<file path="src/common/cmp_one_pkg.sv">
// constants shared by the first comparator control block
package cmp_one_pkg;

  // register map: the printed offset is an index, the bus sees four times it
  localparam int unsigned ADDR_W              = 12;
  localparam logic [11:0] CTRL_INDEX          = 12'h119;
  localparam logic [11:0] CTRL_BYTE_ADDR      = 12'(CTRL_INDEX * 4);
  localparam int unsigned DATA_W              = 32;
  localparam int unsigned REG_W               = 8;

  // control register field positions
  localparam int unsigned CHANNEL_LSB         = 0;
  localparam int unsigned CHANNEL_MSB         = 1;
  localparam int unsigned REF_SEL_BIT         = 2;
  localparam int unsigned SPEED_BIT           = 3;
  localparam int unsigned INVERT_BIT          = 4;
  localparam int unsigned PIN_OE_BIT          = 5;
  localparam int unsigned RESULT_BIT          = 6;
  localparam int unsigned ENABLE_BIT          = 7;

  // reset value and the mask of bits that software may write
  localparam logic [7:0]  CTRL_RESET          = 8'h00;
  localparam logic [7:0]  CTRL_WRITE_MASK     = 8'hBF;

  // one instruction cycle is four oscillator clocks
  localparam int unsigned INSTR_CYCLE_CLKS    = 4;

  // bus response codes
  localparam logic [1:0]  RESP_OKAY           = 2'h0;
  localparam logic [1:0]  RESP_SLVERR         = 2'h2;

  typedef enum logic [1:0] {
    WR_COLLECT = 2'h0,
    WR_RESP    = 2'h1
  } wr_state_t;

  typedef enum logic {
    RD_IDLE = 1'h0,
    RD_RESP = 1'h1
  } rd_state_t;

endpackage

</file>
<file path="src/hw/comparator_one_control.sv">
// control register and output conditioning for the first comparator
//
// Overview of operation
// - bit 7 of the control register switches the comparator on when 1 and off when 0.
// - bits 1:0 route one of four analog pins to the inverting input, codes 00 to 11 in order.
// - bit 2 picks the internal reference (1) or the external positive pin (0).
// - bit 6 reads back the comparator result, read only, with no pin needed.
// - with bit 4 clear the result is 1 when the non-inverting input is higher; set inverts it.
// - the readable result is latched each instruction cycle; the pin follows it unlatched.
// - the change event does not depend on the pin output enable.
// - the pin is driven only with output enable, enable and a port direction of output.
// - bit 5 set presents the result on the pin, clear keeps it internal.
// - bit 3 set gives normal speed, clear gives slow low-power operation.
`timescale 1ns/1ps
module comparator_one_control (
  // clock and reset
  input  wire logic        aclk,
  input  wire logic        aresetn,
  // axi4-lite write address
  input  wire logic [11:0] s_axi_awaddr,
  input  wire logic [2:0]  s_axi_awprot,
  input  wire logic        s_axi_awvalid,
  output logic             s_axi_awready,
  // axi4-lite write data
  input  wire logic [31:0] s_axi_wdata,
  input  wire logic [3:0]  s_axi_wstrb,
  input  wire logic        s_axi_wvalid,
  output logic             s_axi_wready,
  // axi4-lite write response
  output logic [1:0]       s_axi_bresp,
  output logic             s_axi_bvalid,
  input  wire logic        s_axi_bready,
  // axi4-lite read address
  input  wire logic [11:0] s_axi_araddr,
  input  wire logic [2:0]  s_axi_arprot,
  input  wire logic        s_axi_arvalid,
  output logic             s_axi_arready,
  // axi4-lite read data
  output logic [31:0]      s_axi_rdata,
  output logic [1:0]       s_axi_rresp,
  output logic             s_axi_rvalid,
  input  wire logic        s_axi_rready,
  // analog core
  input  wire logic        raw_compare,
  output logic             cmp_enable_bit,
  output logic [1:0]       cmp_channel_select,
  output logic             cmp_reference_select,
  output logic             cmp_speed_select,
  // output pin and change event
  input  wire logic        port_a_direction,
  output logic             cmp_pin_out,
  output logic             cmp_pin_oe,
  output logic             cmp_change_pulse
);

  logic [7:0]  ctrl_ff;
  logic [7:0]  nxt_ctrl;
  logic        result_latched_ff;
  logic        nxt_result_latched;
  logic        pin_out_ff;
  logic        pin_oe_ff;
  logic        change_ff;
  logic        result_now;
  logic        tick;

  cmp_one_pkg::wr_state_t wr_state_ff;
  cmp_one_pkg::wr_state_t nxt_wr_state;
  logic        awready_ff;
  logic        nxt_awready;
  logic        wready_ff;
  logic        nxt_wready;
  logic        aw_have_ff;
  logic        nxt_aw_have;
  logic        w_have_ff;
  logic        nxt_w_have;
  logic [11:0] waddr_ff;
  logic [11:0] nxt_waddr;
  logic [31:0] wdata_ff;
  logic [31:0] nxt_wdata;
  logic [3:0]  wstrb_ff;
  logic [3:0]  nxt_wstrb;
  logic        bvalid_ff;
  logic        nxt_bvalid;
  logic [1:0]  bresp_ff;
  logic [1:0]  nxt_bresp;
  logic        wr_commit;
  logic        wr_hit;

  cmp_one_pkg::rd_state_t rd_state_ff;
  cmp_one_pkg::rd_state_t nxt_rd_state;
  logic        arready_ff;
  logic        nxt_arready;
  logic        rvalid_ff;
  logic        nxt_rvalid;
  logic [31:0] rdata_ff;
  logic [31:0] nxt_rdata;
  logic [1:0]  rresp_ff;
  logic [1:0]  nxt_rresp;
  logic        rd_hit;

  instr_cycle_divider #(
    .DIV (cmp_one_pkg::INSTR_CYCLE_CLKS)
  ) u_div (
    .aclk    (aclk),
    .aresetn (aresetn),
    .tick    (tick)
  );

  // a disabled comparator reads as a low comparison before polarity
  assign result_now = (raw_compare & ctrl_ff[cmp_one_pkg::ENABLE_BIT])
                      ^ ctrl_ff[cmp_one_pkg::INVERT_BIT];

  // write channel
  assign wr_commit = (wr_state_ff == cmp_one_pkg::WR_COLLECT) && aw_have_ff && w_have_ff;
  assign wr_hit    = (waddr_ff[11:2] == cmp_one_pkg::CTRL_BYTE_ADDR[11:2]);

  always_comb begin
    nxt_wr_state = wr_state_ff;
    nxt_awready  = awready_ff;
    nxt_wready   = wready_ff;
    nxt_aw_have  = aw_have_ff;
    nxt_w_have   = w_have_ff;
    nxt_waddr    = waddr_ff;
    nxt_wdata    = wdata_ff;
    nxt_wstrb    = wstrb_ff;
    nxt_bvalid   = bvalid_ff;
    nxt_bresp    = bresp_ff;
    nxt_ctrl     = ctrl_ff;
    unique case (wr_state_ff)
      cmp_one_pkg::WR_COLLECT: begin
        // address and data may arrive in either order
        if (s_axi_awvalid && awready_ff) begin
          nxt_awready = 1'b0;
          nxt_aw_have = 1'b1;
          nxt_waddr   = s_axi_awaddr;
        end
        if (s_axi_wvalid && wready_ff) begin
          nxt_wready = 1'b0;
          nxt_w_have = 1'b1;
          nxt_wdata  = s_axi_wdata;
          nxt_wstrb  = s_axi_wstrb;
        end
        if (wr_commit) begin
          nxt_aw_have  = 1'b0;
          nxt_w_have   = 1'b0;
          nxt_bvalid   = 1'b1;
          nxt_wr_state = cmp_one_pkg::WR_RESP;
          if (wr_hit) begin
            nxt_bresp = cmp_one_pkg::RESP_OKAY;
            // result flag is not storage, so writes to it are dropped
            if (wstrb_ff[0]) begin
              nxt_ctrl = (ctrl_ff & ~cmp_one_pkg::CTRL_WRITE_MASK)
                         | (wdata_ff[7:0] & cmp_one_pkg::CTRL_WRITE_MASK);
            end
          end else begin
            nxt_bresp = cmp_one_pkg::RESP_SLVERR;
          end
        end
      end
      cmp_one_pkg::WR_RESP: begin
        if (s_axi_bready) begin
          nxt_bvalid   = 1'b0;
          nxt_awready  = 1'b1;
          nxt_wready   = 1'b1;
          nxt_wr_state = cmp_one_pkg::WR_COLLECT;
        end
      end
    endcase
  end

  always_ff @(posedge aclk) begin
    if (!aresetn) begin
      wr_state_ff <= cmp_one_pkg::WR_COLLECT;
      awready_ff  <= 1'b1;
      wready_ff   <= 1'b1;
      aw_have_ff  <= 1'b0;
      w_have_ff   <= 1'b0;
      waddr_ff    <= '0;
      wdata_ff    <= '0;
      wstrb_ff    <= '0;
      bvalid_ff   <= 1'b0;
      bresp_ff    <= cmp_one_pkg::RESP_OKAY;
      ctrl_ff     <= cmp_one_pkg::CTRL_RESET;
    end else begin
      wr_state_ff <= nxt_wr_state;
      awready_ff  <= nxt_awready;
      wready_ff   <= nxt_wready;
      aw_have_ff  <= nxt_aw_have;
      w_have_ff   <= nxt_w_have;
      waddr_ff    <= nxt_waddr;
      wdata_ff    <= nxt_wdata;
      wstrb_ff    <= nxt_wstrb;
      bvalid_ff   <= nxt_bvalid;
      bresp_ff    <= nxt_bresp;
      ctrl_ff     <= nxt_ctrl;
    end
  end

  // read channel
  assign rd_hit = (s_axi_araddr[11:2] == cmp_one_pkg::CTRL_BYTE_ADDR[11:2]);

  always_comb begin
    nxt_rd_state = rd_state_ff;
    nxt_arready  = arready_ff;
    nxt_rvalid   = rvalid_ff;
    nxt_rdata    = rdata_ff;
    nxt_rresp    = rresp_ff;
    unique case (rd_state_ff)
      cmp_one_pkg::RD_IDLE: begin
        if (s_axi_arvalid && arready_ff) begin
          nxt_arready  = 1'b0;
          nxt_rvalid   = 1'b1;
          nxt_rd_state = cmp_one_pkg::RD_RESP;
          if (rd_hit) begin
            nxt_rresp = cmp_one_pkg::RESP_OKAY;
            nxt_rdata = {24'h000000, ctrl_ff[7], result_latched_ff, ctrl_ff[5:0]};
          end else begin
            nxt_rresp = cmp_one_pkg::RESP_SLVERR;
            nxt_rdata = 32'h00000000;
          end
        end
      end
      cmp_one_pkg::RD_RESP: begin
        if (s_axi_rready) begin
          nxt_rvalid   = 1'b0;
          nxt_arready  = 1'b1;
          nxt_rd_state = cmp_one_pkg::RD_IDLE;
        end
      end
    endcase
  end

  always_ff @(posedge aclk) begin
    if (!aresetn) begin
      rd_state_ff <= cmp_one_pkg::RD_IDLE;
      arready_ff  <= 1'b1;
      rvalid_ff   <= 1'b0;
      rdata_ff    <= '0;
      rresp_ff    <= cmp_one_pkg::RESP_OKAY;
    end else begin
      rd_state_ff <= nxt_rd_state;
      arready_ff  <= nxt_arready;
      rvalid_ff   <= nxt_rvalid;
      rdata_ff    <= nxt_rdata;
      rresp_ff    <= nxt_rresp;
    end
  end

  // result conditioning
  // readable copy moves only on the cycle boundary, so a read never sees a mid-cycle glitch
  always_comb begin
    nxt_result_latched = result_latched_ff;
    if (tick) begin
      nxt_result_latched = result_now;
    end
  end

  always_ff @(posedge aclk) begin
    if (!aresetn) begin
      result_latched_ff <= 1'b0;
      pin_out_ff        <= 1'b0;
      pin_oe_ff         <= 1'b0;
      change_ff         <= 1'b0;
    end else begin
      result_latched_ff <= nxt_result_latched;
      pin_out_ff        <= result_now;
      pin_oe_ff         <= ctrl_ff[cmp_one_pkg::PIN_OE_BIT] & ctrl_ff[cmp_one_pkg::ENABLE_BIT]
                           & ~port_a_direction;
      // event ignores the pin enable entirely
      change_ff         <= tick && (result_now != result_latched_ff);
    end
  end

  assign s_axi_awready        = awready_ff;
  assign s_axi_wready         = wready_ff;
  assign s_axi_bvalid         = bvalid_ff;
  assign s_axi_bresp          = bresp_ff;
  assign s_axi_arready        = arready_ff;
  assign s_axi_rvalid         = rvalid_ff;
  assign s_axi_rdata          = rdata_ff;
  assign s_axi_rresp          = rresp_ff;
  assign cmp_enable_bit       = ctrl_ff[cmp_one_pkg::ENABLE_BIT];
  assign cmp_channel_select   = ctrl_ff[cmp_one_pkg::CHANNEL_MSB:cmp_one_pkg::CHANNEL_LSB];
  assign cmp_reference_select = ctrl_ff[cmp_one_pkg::REF_SEL_BIT];
  assign cmp_speed_select     = ctrl_ff[cmp_one_pkg::SPEED_BIT];
  assign cmp_pin_out          = pin_out_ff;
  assign cmp_pin_oe           = pin_oe_ff;
  assign cmp_change_pulse     = change_ff;
endmodule

</file>
<file path="src/hw/instr_cycle_divider.sv">
// divider producing the end-of-instruction-cycle enable pulse
`timescale 1ns/1ps
module instr_cycle_divider #(
  parameter int unsigned DIV = cmp_one_pkg::INSTR_CYCLE_CLKS
) (
  // clock and reset
  input  wire logic aclk,
  input  wire logic aresetn,
  // one-cycle pulse on the last clock of each cycle
  output logic      tick
);

  localparam int unsigned CNT_W = (DIV > 1) ? $clog2(DIV) : 1;
  localparam logic [CNT_W-1:0] LAST = CNT_W'(DIV - 1);

  logic [CNT_W-1:0] count_ff;
  logic [CNT_W-1:0] nxt_count;

  always_comb begin
    if (count_ff == LAST) begin
      nxt_count = '0;
    end else begin
      nxt_count = count_ff + CNT_W'(1);
    end
  end

  always_ff @(posedge aclk) begin
    if (!aresetn) begin
      count_ff <= '0;
    end else begin
      count_ff <= nxt_count;
    end
  end

  assign tick = (count_ff == LAST);

endmodule

</file>
<file path="config.mk">
export PLATFORM = sky130hd
export DESIGN_NAME = comparator_one_control
export DESIGN_NICKNAME = d
export VERILOG_FILES = /design/src/common/cmp_one_pkg.sv /design/src/hw/comparator_one_control.sv /design/src/hw/instr_cycle_divider.sv
export SDC_FILE = /design/constraint.sdc
export NUM_CORES = 1
export LEC_CHECK = 0
export BUFFER_PORTS_ARGS = -buffer_cell sky130_fd_sc_hd__buf_2
export CAP_MARGIN = 20
export CORE_ASPECT_RATIO = 0.5
export CORE_UTILIZATION = 43
export DETAILED_ROUTE_END_ITERATION = 6
export PLACE_DENSITY = 0.81
export SYNTH_ARGS = -nofsm -noshare
export SYNTH_HDL_FRONTEND = slang
export SYNTH_HIERARCHICAL = 1
export SYNTH_SLANG_ARGS = --single-unit
</file>
<file path="constraint.sdc">
create_clock -name aclk -period 1.9 [get_ports aclk]
set_input_delay 0.095 -clock aclk [delete_from_list [all_inputs] [get_ports aclk]]
set_output_delay 0.095 -clock aclk [all_outputs]
set_load 0.01 [all_outputs]
</file>
---- After elaboration in Yosys (flattened, before gate mapping) ----
Cells that the tools add are included.
word-level totals
  register bits after elaboration ......... 81
  output and inout bits ................... 49
  logic and storage cells ................. 89
operators by class
  add/subtract/negate cells ............... 1
  eq/ne operators ......................... 11
  multiplexer cells ....................... 27
  bitwise gates (word level) .............. 8
  reduce and logical (&&, ||, !) cells .... 21
operators by type and width
  cell                                                                    number
  10-bit by 9-bit equality test with 1-bit output, second input constant  2
  2-bit AND reduction                                                     10
  1-bit two-way mux                                                       15
  1-bit case mux with 2 select lines                                      6
  2-bit two-way mux                                                       4
  8-bit two-way mux                                                       1
  2-bit != test, second input constant                                    4
  7-bit by 8-bit OR with 8-bit output                                     1
  1-bit logical AND                                                       6
  2-bit by 1-bit != test with 1-bit output, second input constant         2
  2-bit case mux with 2 select lines                                      1
  4-bit AND reduction                                                     1
  2-bit nonzero test                                                      2
  1-bit AND                                                               3
  1-bit NOT                                                               3
  2-bit by 1-bit adder with 2-bit output, second input constant           1
  2-bit by 1-bit equality test with 1-bit output, second input constant   1
  2-bit equality test, second input constant                              1
  2-bit logical NOT                                                       1
  2-bit OR reduction                                                      1
  1-bit != test                                                           1
  1-bit XOR                                                               1

---- Logic depth before layout (Yosys ltp) ----
  depth after elaboration ................. 5
  depth in mapped cells ................... 4
  gate-level depth less buffers ........... 3

---- Modules after synthesis ----
The synthesis kept the hierarchy.
by module, submodules not included
  module                  instances  cells each  area each (µm²)
  comparator_one_control  1          207         1,990.7
  instr_cycle_divider     1          5           73.8

---- Worst setup path after synthesis ----
Ideal clock, no wire load.
  path kind ............................... reg2reg
  start point ............................. register waddr_ff[8]
  end point ............................... register ctrl_ff[0]
  setup time .............................. 0.072 ns
  data arrival time ....................... 1.574 ns
  required time ........................... 1.828 ns
  path slack .............................. 0.254 ns
  cell stages (with the launch flop) ...... 4
  buffers on the path ..................... 0
  path through ............................ dfxtp_1 -> or4b_4 -> nor4_4 -> mux2i_1
between the ends
  cells in the longest elaborated chain, start to end .. 2
ends and longest elaborated chain
  item                                             line                           text
  start: declaration                               comparator_one_control.sv:76   logic [11:0] waddr_ff;
  start signal: assignment                         comparator_one_control.sv:190  waddr_ff <= nxt_waddr;
  10-bit by 9-bit equality test with 1-bit output  comparator_one_control.sv:115  assign wr_hit = (waddr_ff[11:2] == cmp_one_pkg::CTRL_BYTE_ADDR[11:2]);
  4-bit AND reduction (no source line)             n/a
  end signal: assignment                           comparator_one_control.sv:183  ctrl_ff <= cmp_one_pkg::CTRL_RESET;
  end signal: assignment                           comparator_one_control.sv:195  ctrl_ff <= nxt_ctrl;
  end: declaration                                 comparator_one_control.sv:56   logic [7:0] ctrl_ff;
No other way between the ends.
A chain may end at the register's enable or synchronous reset.

---- Worst setup path in the final report ----
  start point ............................. register waddr_ff[8]
  end point ............................... register ctrl_ff[3]
The elaborated chain is that of the path after synthesis.

==> impl_results.md <==
* Register area share after synthesis at 0.475
* RR Startpoint: waddr_ff[8]$_SDFFE_PN0P_
* WL final at 3.81 mm
* Core area at 0.00451 sq mm
* CTS H-Tree Depth at 2
* DRC Markers at 0
* Initial antenna violation count at 0
* Hold Crit Depth at 3
* Crit end category: flip-flop
* Crit path max-delay family: simple AND/OR/NAND/NOR gates
* Area Growth Syn to Fin at 18.5%
* Hold_sp: s_axi_awaddr[11]
* Share of cells above drive strength 1 at 0.272
* Setup CP Type: flip-flop to flip-flop
* Largest cells by area after synthesis: dfxtp_1, mux2i_1, buf_4, nor2_1, nand2_1
* TritonCTS clock tree: built
* Ratio of final minimum period to clock period at 0.870
* Total die area at 0.00510 sq mm
* Final net count at 347
* Worst VDD drop at 492 uV
* Crit-path max cell delay at 0.55 ns
* Max cap viols at 0
* Fin. Hold Viols at 0
* Post-synth cell types at 32
* FILL cells at 422
* Clock transition at path regs at 0.09 ns
* Std cell rows at 17
* Total Neg Setup Slack at 0 ns
* R2R Setup Slk at 0.25 ns
* Cell Pwr Density at 845 mW/mm^2
* Clock latency on the worst-skew pair at 0.30 ns
* Port Buffers at 59
* Largest net degree at the start of global routing at 31
* First-pass iteration count of the detailed router at 4
* WP data required at 2.12 ns
* TritonCTS Buffers at 5
* Synth warn at 6
* Worst slew margin at 0.523
* Net Switching at 0.497 mW
* Cell area after synthesis at 0.00206 sq mm
* Logic pwr share at 0.110
* RSZ-0062 raised after global routing: no
* Die Y at 51.0 microns
* Hold WC Path Type: input pin to flip-flop
* First-pass GRT wire length at 6.29 mm
* Slew Limit Fails at 0
* Number of cells upsized or downsized after cts at 0
* DR iter-0 viols at 41
* Area leader, netlist: dfxtp_1
* F_max at 605 MHz
* Clk sinks at 49
* GPL Wtd Cong at 0.738
* Critical Path Fanout Max at 7
* Vias in the first global route at 1417
* CTS max path bufs at 2
* CP Cell Sequence: or4b_4 > nor4_4 > buf_4 > mux2i_1
* Io pins at 124
* Die X-Extent at 100 microns
* Clock power frac at 0.357
* Reg-to-reg endpoint: ctrl_ff[3]$_SDFFE_PN0P_
* Hold Path End: waddr_ff[11]$_SDFFE_PN0P_
* PnR worst setup slack at 0.246 ns
* Hold_ws at 0.0209 ns
* Final antenna-violating net count at 0
* Element type at the critical path start: flip-flop
* Status: finished, final reports clean
* Synth Register Bits at 49
* Mapped Cells at 212
* Via count at 1533
* Place WS at 0.272 ns
* Int Power at 1.57 mW
* CTS Hold Bufs at 1
* Final min period at 1.65 ns
* GRT Overall Usage at 0.161
* WL per Instance at 11.3 microns
* DP HPWL at 2.81 mm
* Initial Utilization at 0.458
* Buf+Inv Stages, Crit Path at 1
* Grt total ovfl at 0
* Final setup violation count at 0
* Fin Clk Skew at 0.0105 ns
* R2R cell count at 4
* Crit path DAT at 1.88 ns
* LEAKAGE at 1.16 nW
* Worst path depth at 4
* Post-CTS Setup Inserts at 0
* Root Buffer: clkbuf_8
* Sw frac at 0.240
* Detail-routed via count per cell at 4.54
* Syn avg cell area at 9.74 sq um
* Ant. Diodes at 0
* Sequential power share at 0.534
* Area share of the largest cell type after synthesis at 0.475
* Transition time at the pin with the least slew margin at 0.713 ns
* Critical path's slowest cell: or4b_4
==> sequential cells by signal, indices dropped and copies added, names as in the netlist, 2 cells and up <==
register and count:
waddr_ff 10, ctrl_ff 7, wdata_ff 7, u_div/count_ff 2, s_axi_rdata 8
==> worst max-delay path by stage <==
stage                                  start                 endpoint
finish              waddr_ff[8]$_SDFFE_PN0P_  ctrl_ff[3]$_SDFFE_PN0P_
global route        waddr_ff[8]$_SDFFE_PN0P_  ctrl_ff[3]$_SDFFE_PN0P_
CTS                 waddr_ff[8]$_SDFFE_PN0P_  ctrl_ff[4]$_SDFFE_PN0P_
detailed placement  waddr_ff[8]$_SDFFE_PN0P_  ctrl_ff[4]$_SDFFE_PN0P_
global placement    waddr_ff[8]$_SDFFE_PN0P_  ctrl_ff[2]$_SDFFE_PN0P_
floorplan           waddr_ff[8]$_SDFFE_PN0P_  ctrl_ff[0]$_SDFFE_PN0P_
==> cells in the final DEF (no fill, tap or decap), types with 2 or more instances in the layout <==
master and n:
a21oi_1 7, a221oi_1 2, buf_2 59, buf_4 4
clkbuf_8 5, conb_1 26, dfxtp_1 49, inv_1 6
mux2i_1 25, nand2_1 19, nand2b_1 2, nand3_1 8
nand3b_1 5, nor2_1 22, nor2b_1 3, nor3b_1 2
o21ai_1 2, o31ai_1 8
==> Yosys cell counts <==
cell type	instances
dfxtp_1	49
buf_4	28
mux2i_1	25
nor2_1	22
nand2_1	19
clkbuf_1	8
nand3_1	8
o31ai_1	8
a21oi_1	7
inv_1	6
nand3b_1	5
nor2b_1	3
a221oi_1	2
nand2b_1	2
nor3b_1	2
o21ai_1	2
a211oi_1	1
and3b_1	1
buf_2	1
conb_1	1
ha_1	1
nand4b_1	1
nand4bb_1	1
nor3b_2	1
nor4_4	1
nor4b_1	1
nor4bb_1	1
o21a_1	1
o22ai_1	1
or4b_4	1
xor2_1	1
xor3_1	1
==> worst register-to-register path, delay by kind of cell, from the launching register on <==
family / cells / cell delay, ns
buffers and inverters: 1 / 0.22
multiplexers: 1 / 0.22
AND/OR/NAND/NOR: 2 / 0.81
flip-flops: 1 / 0.32
==> kinds of logic after synthesis <==
| group | share of synthesized area |
|---|---|
| and+or+nand+nor | 0.181 |
| DFF | 0.475 |
| buffers and inverters | 0.130 |
| muxes | 0.121 |
| AOI/OAI and AO/OA | 0.0697 |
| xor gates and xnor gates | 0.0158 |
| adders and majority gates | 0.00606 |
| other | 0.00182 |
==> power groups by stage <==
| stage | sequential (mW) | clock [mW] | combinational [mW] |
|---|---|---|---|
| 3_5_place_dp | 1.13 | 0 | 0.226 |
| 4_1_cts | 1.10 | 0.756 | 0.228 |
| 6_report | 1.10 | 0.737 | 0.226 |
| 2_1_floorplan | 1.13 | 0 | 0.189 |
| 3_3_place_gp | 1.12 | 0 | 0.216 |
| 5_1_grt | 1.11 | 0.798 | 0.256 |
==> per-stage QoR <==
stage,power [mW],area (sq um),instances,util
global route,2.16,2450,338,0.542
floorplan,1.32,2160,237,-
CTS,2.09,2450,338,0.542
finish,2.07,2450,338,0.542
detailed placement,1.35,2320,329,0.515
global placement,1.34,2320,329,0.515
==> area by class of cell <==
type | instances | area (sq um) | share of cell area
clock buffer | 5 | 68.8 | 0.0281
clock inverter | 3 | 46.3 | 0.0189
inverter | 6 | 22.5 | 0.00921
multi-input combinational | 145 | 910 | 0.372
sequential | 49 | 981 | 0.401
tap | 66 | 82.6 | 0.0338
timing repair buffer | 64 | 335 | 0.137
==> routing by layer <==
metal / up-vias / routed length (microns) / global-route usage
li1: 787 / - / -
met1: 689 / 1660 / 0.177
met2: 50 / 1890 / 0.298
met3: 7 / 191 / 0.0465
met4: 0 / 63 / 0.0676
met5: - / 0 / 0
Power figures use the tool's default switching activity.
